## src/intc_regs.vh

```
// Register offsets, fields and constants of the interrupt controller
`ifndef INTC_REGS_VH
`define INTC_REGS_VH
`define NUM_SRC 16
`define SRC_W 4
`define NUM_TRAP 8
`define VEC_TABLE_BASE 24'h00_0004
`define VEC_W 8
`define TRAP_VEC_NUM 8'h00
`define SRC_VEC_BASE 8'h08
`define RESET_ADDR 24'h00_0000
`define LVL_TRAP_BASE 4'h8
`define LVL_MAX_USER 3'h7
`define SOFT_TRAP_MASK 8'h1C
`define OFS_PRIO0 12'h000
`define OFS_PRIO1 12'h004
`define OFS_STATUS 12'h008
`define OFS_CTRL 12'h00C
`define OFS_PEND 12'h010
`define OFS_ACCEPT 12'h014
`define OFS_AUXVEC 12'h018
`define OFS_VECBASE 12'h01C
`define OFS_RESETCFG 12'h020
`define STAT_LVL_LSB 5
`define CTRL_TRAP_BIT 3
`define PRIO_RESET 32'h0000_0000
`define AUX_VEC_RESET 24'h00_0000
`define AUX_RESET_RESET 24'h00_0000
`endif

```

## src/src_arbiter.v

```verilog
// Priority arbiter for user sources: level first, lowest index next
`timescale 1ns/1ps
`include "intc_regs.vh"
module src_arbiter (
	// Requests and their levels
	input wire [`NUM_SRC-1:0] req,
	input wire [3*`NUM_SRC-1:0] lvl,
	// Winner
	output reg found,
	output reg [3:0] win_idx,
	output reg [2:0] win_lvl
);
	integer i;
	reg [2:0] l;
	// Scan from high index down so equal levels keep lowest index
	always @* begin
		found = 1'b0;
		win_idx = 4'h0;
		win_lvl = 3'h0;
		l = 3'h0;
		for (i = `NUM_SRC - 1; i >= 0; i = i - 1) begin
			l = lvl[3*i +: 3];
			if (req[i] && l != 3'h0 && l >= win_lvl) begin
				found = 1'b1;
				win_idx = i[3:0];
				win_lvl = l;
			end
		end
	end
endmodule

```

## src/trap_arbiter.v

```verilog
// Fixed priority trap selector: position 0 is oscillator fail, highest
`timescale 1ns/1ps
`include "intc_regs.vh"
module trap_arbiter (
	// Trap requests
	input wire [`NUM_TRAP-1:0] req,
	// Winner
	output reg found,
	output reg [2:0] win_idx,
	output reg [3:0] win_lvl
);
	integer i;
	// Lowest table position wins, level counts down from 15
	always @* begin
		found = 1'b0;
		win_idx = 3'h0;
		win_lvl = 4'h0;
		for (i = `NUM_TRAP - 1; i >= 0; i = i - 1) begin
			if (req[i]) begin
				found = 1'b1;
				win_idx = i[2:0];
				win_lvl = 4'hF - i[3:0];
			end
		end
	end
endmodule

```

## src/prio_intc.v

```verilog
// Prioritised interrupt controller with APB registers
//
// Summary of operation
// - All source and trap requests merge into one core request
// - Vector table starts at 0x000004: eight traps then source vectors
// - Each vector is a 24-bit handler entry address
// - Exceptions taken while in auxiliary memory use one auxiliary vector
// - Reset clears registers and starts execution at address zero
// - Option moves reset start location into auxiliary memory; here the option clears on reset, so each reset starts at zero
// - Sixteen core levels; accept only strictly greater priority
// - Sources use levels 0-7, traps fixed unique levels 8-15
// - A source at level zero is never taken
// - Low level bits in status word 7:5, top bit control word 3
// - Written low level masks sources at or below it
// - Low level 111 blocks all sources, traps still taken
// - Trap bit set by hardware, software may clear, never set
// - Priority fields in low three bits of nibble, bit 3 reads zero
// - Levels 1 lowest to 7 highest, zero disables
// - Highest level wins, then lowest vector number
// - Only strictly higher level preempts running exception
// - Traps ranked by table position, oscillator fail highest
// - Soft traps take two cycles sampling before acceptance
//
// Our own choices: the placing of the registers and the APB interface to the registers.
`timescale 1ns/1ps
`include "intc_regs.vh"
module prio_intc (
	// Clock and reset
	input wire clk,
	input wire arst_n,
	// APB slave
	input wire psel,
	input wire penable,
	input wire pwrite,
	input wire [11:0] paddr,
	input wire [31:0] pwdata,
	output reg [31:0] prdata,
	output reg pready,
	output reg pslverr,
	// Request lines
	input wire [`NUM_SRC-1:0] src_req,
	input wire [`NUM_TRAP-1:0] trap_req,
	// Core side
	input wire in_aux_mem,
	input wire ack,
	input wire exc_done,
	output reg core_irq,
	output reg [`VEC_W-1:0] vec_num,
	output reg [23:0] vec_addr,
	output reg [23:0] reset_addr
);
	// Level registers and configuration
	reg [2:0] cpu_level_low_bits;
	reg trap_active_level_bit;
	reg [3*`NUM_SRC-1:0] source_priority_regs;
	// Auxiliary vector and reset relocation
	reg [23:0] aux_vec;
	reg [23:0] aux_reset;
	reg aux_reset_en;
	// Soft trap sampling stages
	reg [`NUM_TRAP-1:0] trap_smp1;
	reg [`NUM_TRAP-1:0] trap_smp2;
	// One nesting level kept; a deeper nest loses the outer level
	reg [3:0] saved_level;
	// Level of the request being accepted, held with the core request
	reg [3:0] acc_lvl;
	wire [3:0] cpu_level;
	wire [`NUM_TRAP-1:0] trap_eff;
	// Arbiter results
	wire s_found;
	wire [3:0] s_idx;
	wire [2:0] s_lvl;
	wire t_found;
	wire [2:0] t_idx;
	wire [3:0] t_lvl;
	// Winning candidate against the current core level
	reg cand;
	reg [3:0] cand_lvl;
	reg [`VEC_W-1:0] cand_vec;
	// Bus decode
	wire wr_acc;
	reg [31:0] next_prdata;

	// Unmapped or unaligned offsets; such writes change nothing
	function bad_addr;
		input [11:0] a;
		begin
			bad_addr = (a > `OFS_RESETCFG) || (a[1:0] != 2'b00);
		end
	endfunction

	// Expand three bit fields into nibbles, bit 3 zero
	function [31:0] pack_nib;
		input [23:0] f;
		integer j;
		begin
			pack_nib = 32'h0000_0000;
			for (j = 0; j < 8; j = j + 1)
				pack_nib[4*j +: 3] = f[3*j +: 3];
		end
	endfunction

	// Pull three bit fields out of nibbles
	function [23:0] unpack_nib;
		input [31:0] w;
		integer j;
		begin
			unpack_nib = 24'h00_0000;
			for (j = 0; j < 8; j = j + 1)
				unpack_nib[3*j +: 3] = w[4*j +: 3];
		end
	endfunction

	// Vector number to entry address, 24-bit words in the table
	function [23:0] vec_to_addr;
		input [`VEC_W-1:0] v;
		begin
			vec_to_addr = `VEC_TABLE_BASE + {15'h0000, v, 1'b0};
		end
	endfunction

	assign cpu_level = {trap_active_level_bit, cpu_level_low_bits};
	// Soft traps go through a two stage sampler, hard traps pass straight
	assign trap_eff = (trap_req & ~`SOFT_TRAP_MASK) |
		(trap_smp2 & `SOFT_TRAP_MASK);
	// Writes land only at the access edge of a mapped offset
	assign wr_acc = psel && penable && pwrite && !bad_addr(paddr);

	src_arbiter u_src (
		.req(src_req),
		.lvl(source_priority_regs),
		.found(s_found),
		.win_idx(s_idx),
		.win_lvl(s_lvl)
	);

	trap_arbiter u_trap (
		.req(trap_eff),
		.found(t_found),
		.win_idx(t_idx),
		.win_lvl(t_lvl)
	);

	// Pick trap over source; both must beat current level.
	// Traps always rank above sources, so checking the trap first
	// is enough; a source only wins when no trap can be taken.
	always @* begin
		cand = 1'b0;
		cand_lvl = 4'h0;
		cand_vec = `TRAP_VEC_NUM;
		if (t_found && t_lvl > cpu_level) begin
			cand = 1'b1;
			cand_lvl = t_lvl;
			cand_vec = `TRAP_VEC_NUM + {5'h00, t_idx};
		end else if (s_found && {1'b0, s_lvl} > cpu_level) begin
			cand = 1'b1;
			cand_lvl = {1'b0, s_lvl};
			cand_vec = `SRC_VEC_BASE + {4'h0, s_idx};
		end
	end

	// Soft trap sampler.
	// A soft trap must stand for two edges before it counts, which
	// costs latency but filters a request that drops at once.
	always @(posedge clk or negedge arst_n) begin
		if (!arst_n) begin
			trap_smp1 <= 8'h00;
			trap_smp2 <= 8'h00;
		end else begin
			trap_smp1 <= trap_req;
			trap_smp2 <= trap_smp1 & trap_req;
		end
	end

	// Core request and vector presentation.
	// Outside auxiliary memory the address follows the vector every cycle, so the core may
	// fetch it in the same cycle as it accepts the request.
	always @(posedge clk or negedge arst_n) begin
		if (!arst_n) begin
			core_irq <= 1'b0;
			vec_num <= 8'h00;
			vec_addr <= 24'h00_0000;
		end else begin
			core_irq <= cand;
			vec_num <= cand_vec;
			if (in_aux_mem)
				vec_addr <= aux_vec;
			else
				vec_addr <= vec_to_addr(cand_vec);
		end
	end

	// Level registers; acceptance and software writes.
	// Acceptance wins over a return and a return over a bus write,
	// so a write racing an accept is lost; software retries it.
	always @(posedge clk or negedge arst_n) begin
		if (!arst_n) begin
			cpu_level_low_bits <= 3'h0;
			trap_active_level_bit <= 1'b0;
			saved_level <= 4'h0;
		end else if (ack && core_irq) begin
			saved_level <= cpu_level;
			cpu_level_low_bits <= vec_lvl_low(acc_lvl);
			trap_active_level_bit <= acc_lvl[3];
		end else if (exc_done) begin
			cpu_level_low_bits <= saved_level[2:0];
			trap_active_level_bit <= saved_level[3];
		end else if (wr_acc) begin
			if (paddr == `OFS_STATUS)
				cpu_level_low_bits <= pwdata[`STAT_LVL_LSB +: 3];
			if (paddr == `OFS_CTRL && !pwdata[`CTRL_TRAP_BIT])
				trap_active_level_bit <= 1'b0;
		end
	end

	// Accepted level tracks the candidate in step with core_irq
	always @(posedge clk or negedge arst_n) begin
		if (!arst_n)
			acc_lvl <= 4'h0;
		else
			acc_lvl <= cand_lvl;
	end

	// Low level bits of an accepted four bit level
	function [2:0] vec_lvl_low;
		input [3:0] a;
		begin
			vec_lvl_low = a[2:0];
		end
	endfunction

	// Configuration registers.
	// Bit 3 of each priority nibble is dropped on write, so it
	// always reads back as zero.
	always @(posedge clk or negedge arst_n) begin
		if (!arst_n) begin
			source_priority_regs <= 48'h0000_0000_0000;
			aux_vec <= `AUX_VEC_RESET;
			aux_reset <= `AUX_RESET_RESET;
			aux_reset_en <= 1'b0;
		end else if (wr_acc) begin
			case (paddr)
			`OFS_PRIO0: begin
				source_priority_regs[23:0] <= unpack_nib(pwdata);
			end
			`OFS_PRIO1: begin
				source_priority_regs[47:24] <= unpack_nib(pwdata);
			end
			`OFS_AUXVEC: begin
				aux_vec <= pwdata[23:0];
			end
			`OFS_RESETCFG: begin
				aux_reset <= pwdata[23:0];
				aux_reset_en <= pwdata[31];
			end
			default: begin
			end
			endcase
		end
	end

	// Reset start address seen by the core.
	// The relocation is a register here, so it is lost on reset and
	// the first start after power-up is always at address zero.
	always @(posedge clk or negedge arst_n) begin
		if (!arst_n)
			reset_addr <= `RESET_ADDR;
		else if (aux_reset_en)
			reset_addr <= aux_reset;
		else
			reset_addr <= `RESET_ADDR;
	end

	// Read mux.
	// Pending shows soft traps after their sampler, as arbitration sees
	// them, not the raw request lines.
	always @* begin
		next_prdata = 32'h0000_0000;
		case (paddr)
		`OFS_PRIO0: next_prdata = pack_nib(source_priority_regs[23:0]);
		`OFS_PRIO1: next_prdata = pack_nib(source_priority_regs[47:24]);
		`OFS_STATUS: next_prdata[`STAT_LVL_LSB +: 3] = cpu_level_low_bits;
		`OFS_CTRL: next_prdata[`CTRL_TRAP_BIT] = trap_active_level_bit;
		`OFS_PEND: next_prdata = {8'h00, trap_eff, src_req};
		`OFS_ACCEPT: next_prdata = {23'h00_0000, core_irq, vec_num};
		`OFS_AUXVEC: next_prdata = {8'h00, aux_vec};
		`OFS_VECBASE: next_prdata = {8'h00, `VEC_TABLE_BASE};
		`OFS_RESETCFG: next_prdata = {aux_reset_en, 7'h00, aux_reset};
		default: next_prdata = 32'h0000_0000;
		endcase
	end

	// APB answer: ready in the access cycle, error on unmapped
	always @(posedge clk or negedge arst_n) begin
		if (!arst_n) begin
			prdata <= 32'h0000_0000;
			pready <= 1'b0;
			pslverr <= 1'b0;
		end else begin
			pready <= psel && !penable;
			pslverr <= psel && !penable && bad_addr(paddr);
			if (psel && !penable)
				prdata <= next_prdata;
		end
	end
endmodule

```

## config.mk

```make
export PLATFORM = sky130hd
export DESIGN_NAME = prio_intc
export DESIGN_NICKNAME = d
export VERILOG_FILES = /design/src/src_arbiter.v /design/src/trap_arbiter.v /design/src/prio_intc.v
export VERILOG_INCLUDE_DIRS = /design/src
export SDC_FILE = /design/constraint.sdc
export NUM_CORES = 1
export LEC_CHECK = 0
export BUFFER_PORTS_ARGS = -buffer_cell sky130_fd_sc_hd__buf_2
export CAP_MARGIN = 40
export CORE_MARGIN = 8
export CORE_UTILIZATION = 35
export CTS_CLUSTER_DIAMETER = 100
export DETAILED_ROUTE_END_ITERATION = 8
export HOLD_SLACK_MARGIN = 0.06
export PLACE_DENSITY_LB_ADDON = 0.25
export RECOVER_POWER = 100
export SYNTH_ARGS = -nofsm -noshare
export SYNTH_HDL_FRONTEND = slang
export SYNTH_SLANG_ARGS = --single-unit
```

## constraint.sdc

```tcl
create_clock -name clk -period 36.9 [get_ports clk]
set_input_delay 9.225 -clock clk [delete_from_list [all_inputs] [get_ports clk]]
set_output_delay 9.225 -clock clk [all_outputs]
set_load 0.03 [all_outputs]
```

==> results.yml <==
status:
  status: "finished with violations"
  violations: "capacitance limit, slew limit"
global_routing:
  grt_max_degree: 68
  grt_pass1_vias: 8945
  grt.overflow.total: 0
  grt_usage_pct: 18.8
  grt_pass1_wl_um: 53700
  antenna_found_initial: 1
floorplanning:
  rows: 64
  fp.coreArea_um2: 30300
  die_h_um: 191
  pin_count: 167
  start_util_pct: 35.2
  dieArea_um2: 36300
  dieWidth_um: 191
synthesis:
  ys_types: 90
  synthesis.instances: 1036
  ys_seq_area_share_pct: 47.4
  synth_top_area_share_pct: 47.4
  ys_ff_latch: 202
  yosysTopAreaCell: "dfrtp_1"
  yosys_most_used_dff: "dfrtp_1"
  ys_warn_count: 0
  async_flop_share_pct: 100
  synth-edff-count: 0
  syn_area_per_cell_um2: 10.3
  synth_area_leaders: "dfrtp_1 (47%), mux2_2 (8.9%), nand2_1 (3.9%)"
  synth_area_um2: 10700
critical_path:
  crit_path_start_kind: "input pin"
  cpPeakStageDelay_ns: 0.62
  slowest_stage: "a221oi_1"
  critPathKind: "in2reg"
  cpMostUsedCell: "ha_1"
  reg2reg_slack_ns: 11.06
  path_max_fanout: 11
  worstPathRequired_ns: 37.20
  critPathCaptureType: "flip-flop"
  cp_data_arrival_time_ns: 34.64
clocking:
  cts_made_buffers: 23
  worst_skew_pair.late_latency_ns: 0.52
  ctsResizeCount: 0
  cts-root-buf: "clkbuf_16"
  postCtsSetupRepairBufs: 0
  cts_tree: "built"
  cts_max_level: 1
  ctsHoldBuffers: 0
  clk_path_buf_depth: 3
  numClockSinks: 202
  path_clk_slew_ns: 0.06
power_and_ir_drop:
  power_density_nw_per_um2: 43.3
  pwr-share-seq_pct: 44.8
  p_total_w: 0.000538
  power_frac_clock_pct: 40.1
  p_sw_share_pct: 28.4
  power.switching_w: 0.000153
  p_int_w: 0.000385
  irDropWorstVdd_mv: 0.0283
  power_leakage_nw: 5.62
  combPwrFrac_pct: 15.1
drt:
  vias_per_cell: 5.48
  wire_per_inst_um: 21.6
  finalWirelength_um: 34600
  drtIter0Drc: 591
  num_vias: 8779
  drtAntennaViolNets: 0
  drc: 0
  drt_first_pass_iters: 5
sta:
  setup_slack_ns: 2.56
  finalCritPeriodShare_pct: 93.1
  tightestPinTransition_ns: 3.54
  post-route-min-period_ns: 34.34
  slew_violations: 352
  fmax_mhz: 29.1
  slew_headroom_pct: -136
  finalHoldViolCount: 0
  rsz0062_at_grt: "no"
  fin_skew_ns: 0.0172
  tns_ns: 0
  setup_viol: 0
final_layout:
  area_delta_synth_final_pct: 16.5
  finalNetCount: 1297
  drive_gt1_share_pct: 18.7
  design_area_um2: 12400
place:
  dp_hpwl_um: 26200
  gp_congestion: 0.894
  pre_cts_slack_ns: 2.71
  portBuffers: 161
  placed_area_um2: 12000
worst_hold_path:
  min_path_type: "reg2reg"
run:
  max_cap_viol_count: 10
final timing paths:
path,depth (start not counted),startpoint,endpoint
max in group asynchronous,3,arst_n,prdata[25]$_DFFE_PN0P_
min in group asynchronous,1,arst_n,pslverr$_DFF_PN0_
worst max register to register,117,source_priority_regs[47]$_DFFE_PN0P_,vec_addr[4]$_DFF_PN0_
worst min-delay path,1,trap_smp1[3]$_DFF_PN0_,trap_smp2[3]$_DFF_PN0_
worst max-delay path,118,src_req[15],vec_addr[4]$_DFF_PN0_
worst min register to register,1,trap_smp1[3]$_DFF_PN0_,trap_smp2[3]$_DFF_PN0_
power groups by stage:
stage | Sequential [W] | Clock, W | Combinational (W)
finish | 0.000241 | 0.000216 | 0.0000811
global route | 0.000242 | 0.000230 | 0.0000891
CTS | 0.000240 | 0.000221 | 0.0000849
detailed placement | 0.000244 | 0 | 0.0000845
global placement | 0.000244 | 0 | 0.0000822
floorplan | 0.000250 | 0 | 0.0000408
per-stage QoR:
stage | hold slack, ns | std cells | util [%]
after floorplan | 0.434 | 1039 | -
after global placement | 0.441 | 1558 | 39.3
after detailed placement | 0.449 | 1562 | 39.5
after CTS | 0.456 | 1600 | 41.8
after global routing | 0.477 | 1600 | 41.0
final | 0.455 | 1602 | 41.0
registers in the layout (all words and copies together) (netlist names), 4 cells and up:
name and flops:
acc_lvl 4, aux_reset 24, aux_vec 24, prdata 31, reset_addr 24, saved_level 4
source_priority_regs 48, vec_addr 24, vec_num 5
final cells by class:
class | count | area (um^2)
Antenna cell | 2 | 5.00
Fill cell | 3057 | 17800
Clock inverter | 7 | 72.6
Timing Repair Buffer | 178 | 786
Tap cell | 396 | 495
Inverter | 35 | 131
Multi-Input combinational cell | 751 | 5250
Clock buffer | 31 | 626
Sequential cell | 202 | 5050
synth_stat cells (all sizes together), types with 4 or more instances:
library cell  number
o31ai             10
o21ai             85
o31a               7
o21a              12
nand4              5
nor3b              4
inv               35
clkbuf            33
nand2            113
a221oi             7
nand2b            21
a31oi             11
o21bai             6
mux2              86
maj3               6
dfrtp            202
ha                30
nor2              53
mux2i              5
buf               18
or2                4
a222oi            18
nor3              17
o211ai             8
nor2b              8
a21o              11
a22oi             34
a211oi             6
nor4               4
and2              57
a21oi             49
and3               4
o22ai              5
nand3             12
metal layers:
layer  global-route usage [%]  wire, um  part of all wire (%)
met1                     25.2     15300                    44
met2                     30.9     16100                    46
met3                     3.51      2390                   6.9
met4                     5.07       840                   2.4
met5                        0         0                     0
kinds of logic (layout without fill, tap and decap cells):
| group | after synthesis | after routing | synth area share, % |
|---|---|---|---|
| AND/OR/NAND/NOR | 308 | 308 | 14.3 |
| AO/OA/AOI/OAI | 311 | 311 | 21.1 |
| buffers and inverters | 86 | 251 | 3.38 |
| XOR/XNOR | 1 | 1 | 0.0821 |
| flip-flops | 202 | 202 | 47.4 |
| adder cells (fa/ha/maj) | 36 | 36 | 4.09 |
| other | 1 | 6 | 0.0352 |
| multiplexers | 91 | 91 | 9.62 |
worst max-delay path, delay by kind of cell:
family / cells / cell delay, ns
multiplexers: 7 / 2.58
XOR/XNOR: 1 / 0.19
buffers and inverters: 4 / 0.51
adder cells (fa/ha/maj): 20 / 5.65
AO/OA/AOI/OAI: 50 / 11.14
AND/OR/NAND/NOR: 36 / 5.33
placed cells by master (no fill, tap or decap), types with 6 or more instances in the layout:
cell,n
dfrtp_1,202
nand2_1,111
clkbuf_1,110
mux2_2,82
o21ai_0,80
buf_2,69
nor2_1,51
a21oi_1,46
inv_1,35
a22oi_1,34
and2_1,32
ha_1,30
and2_0,25
clkbuf_16,23
nand2b_1,21
a222oi_1,18
nor3_1,14
o21a_1,12
nand3_1,12
a21o_1,11
a31oi_1,11
o31ai_1,10
o211ai_1,8
a221oi_1,7
o31a_1,6
nor2b_1,6
(Power assumes the default switching activity.)
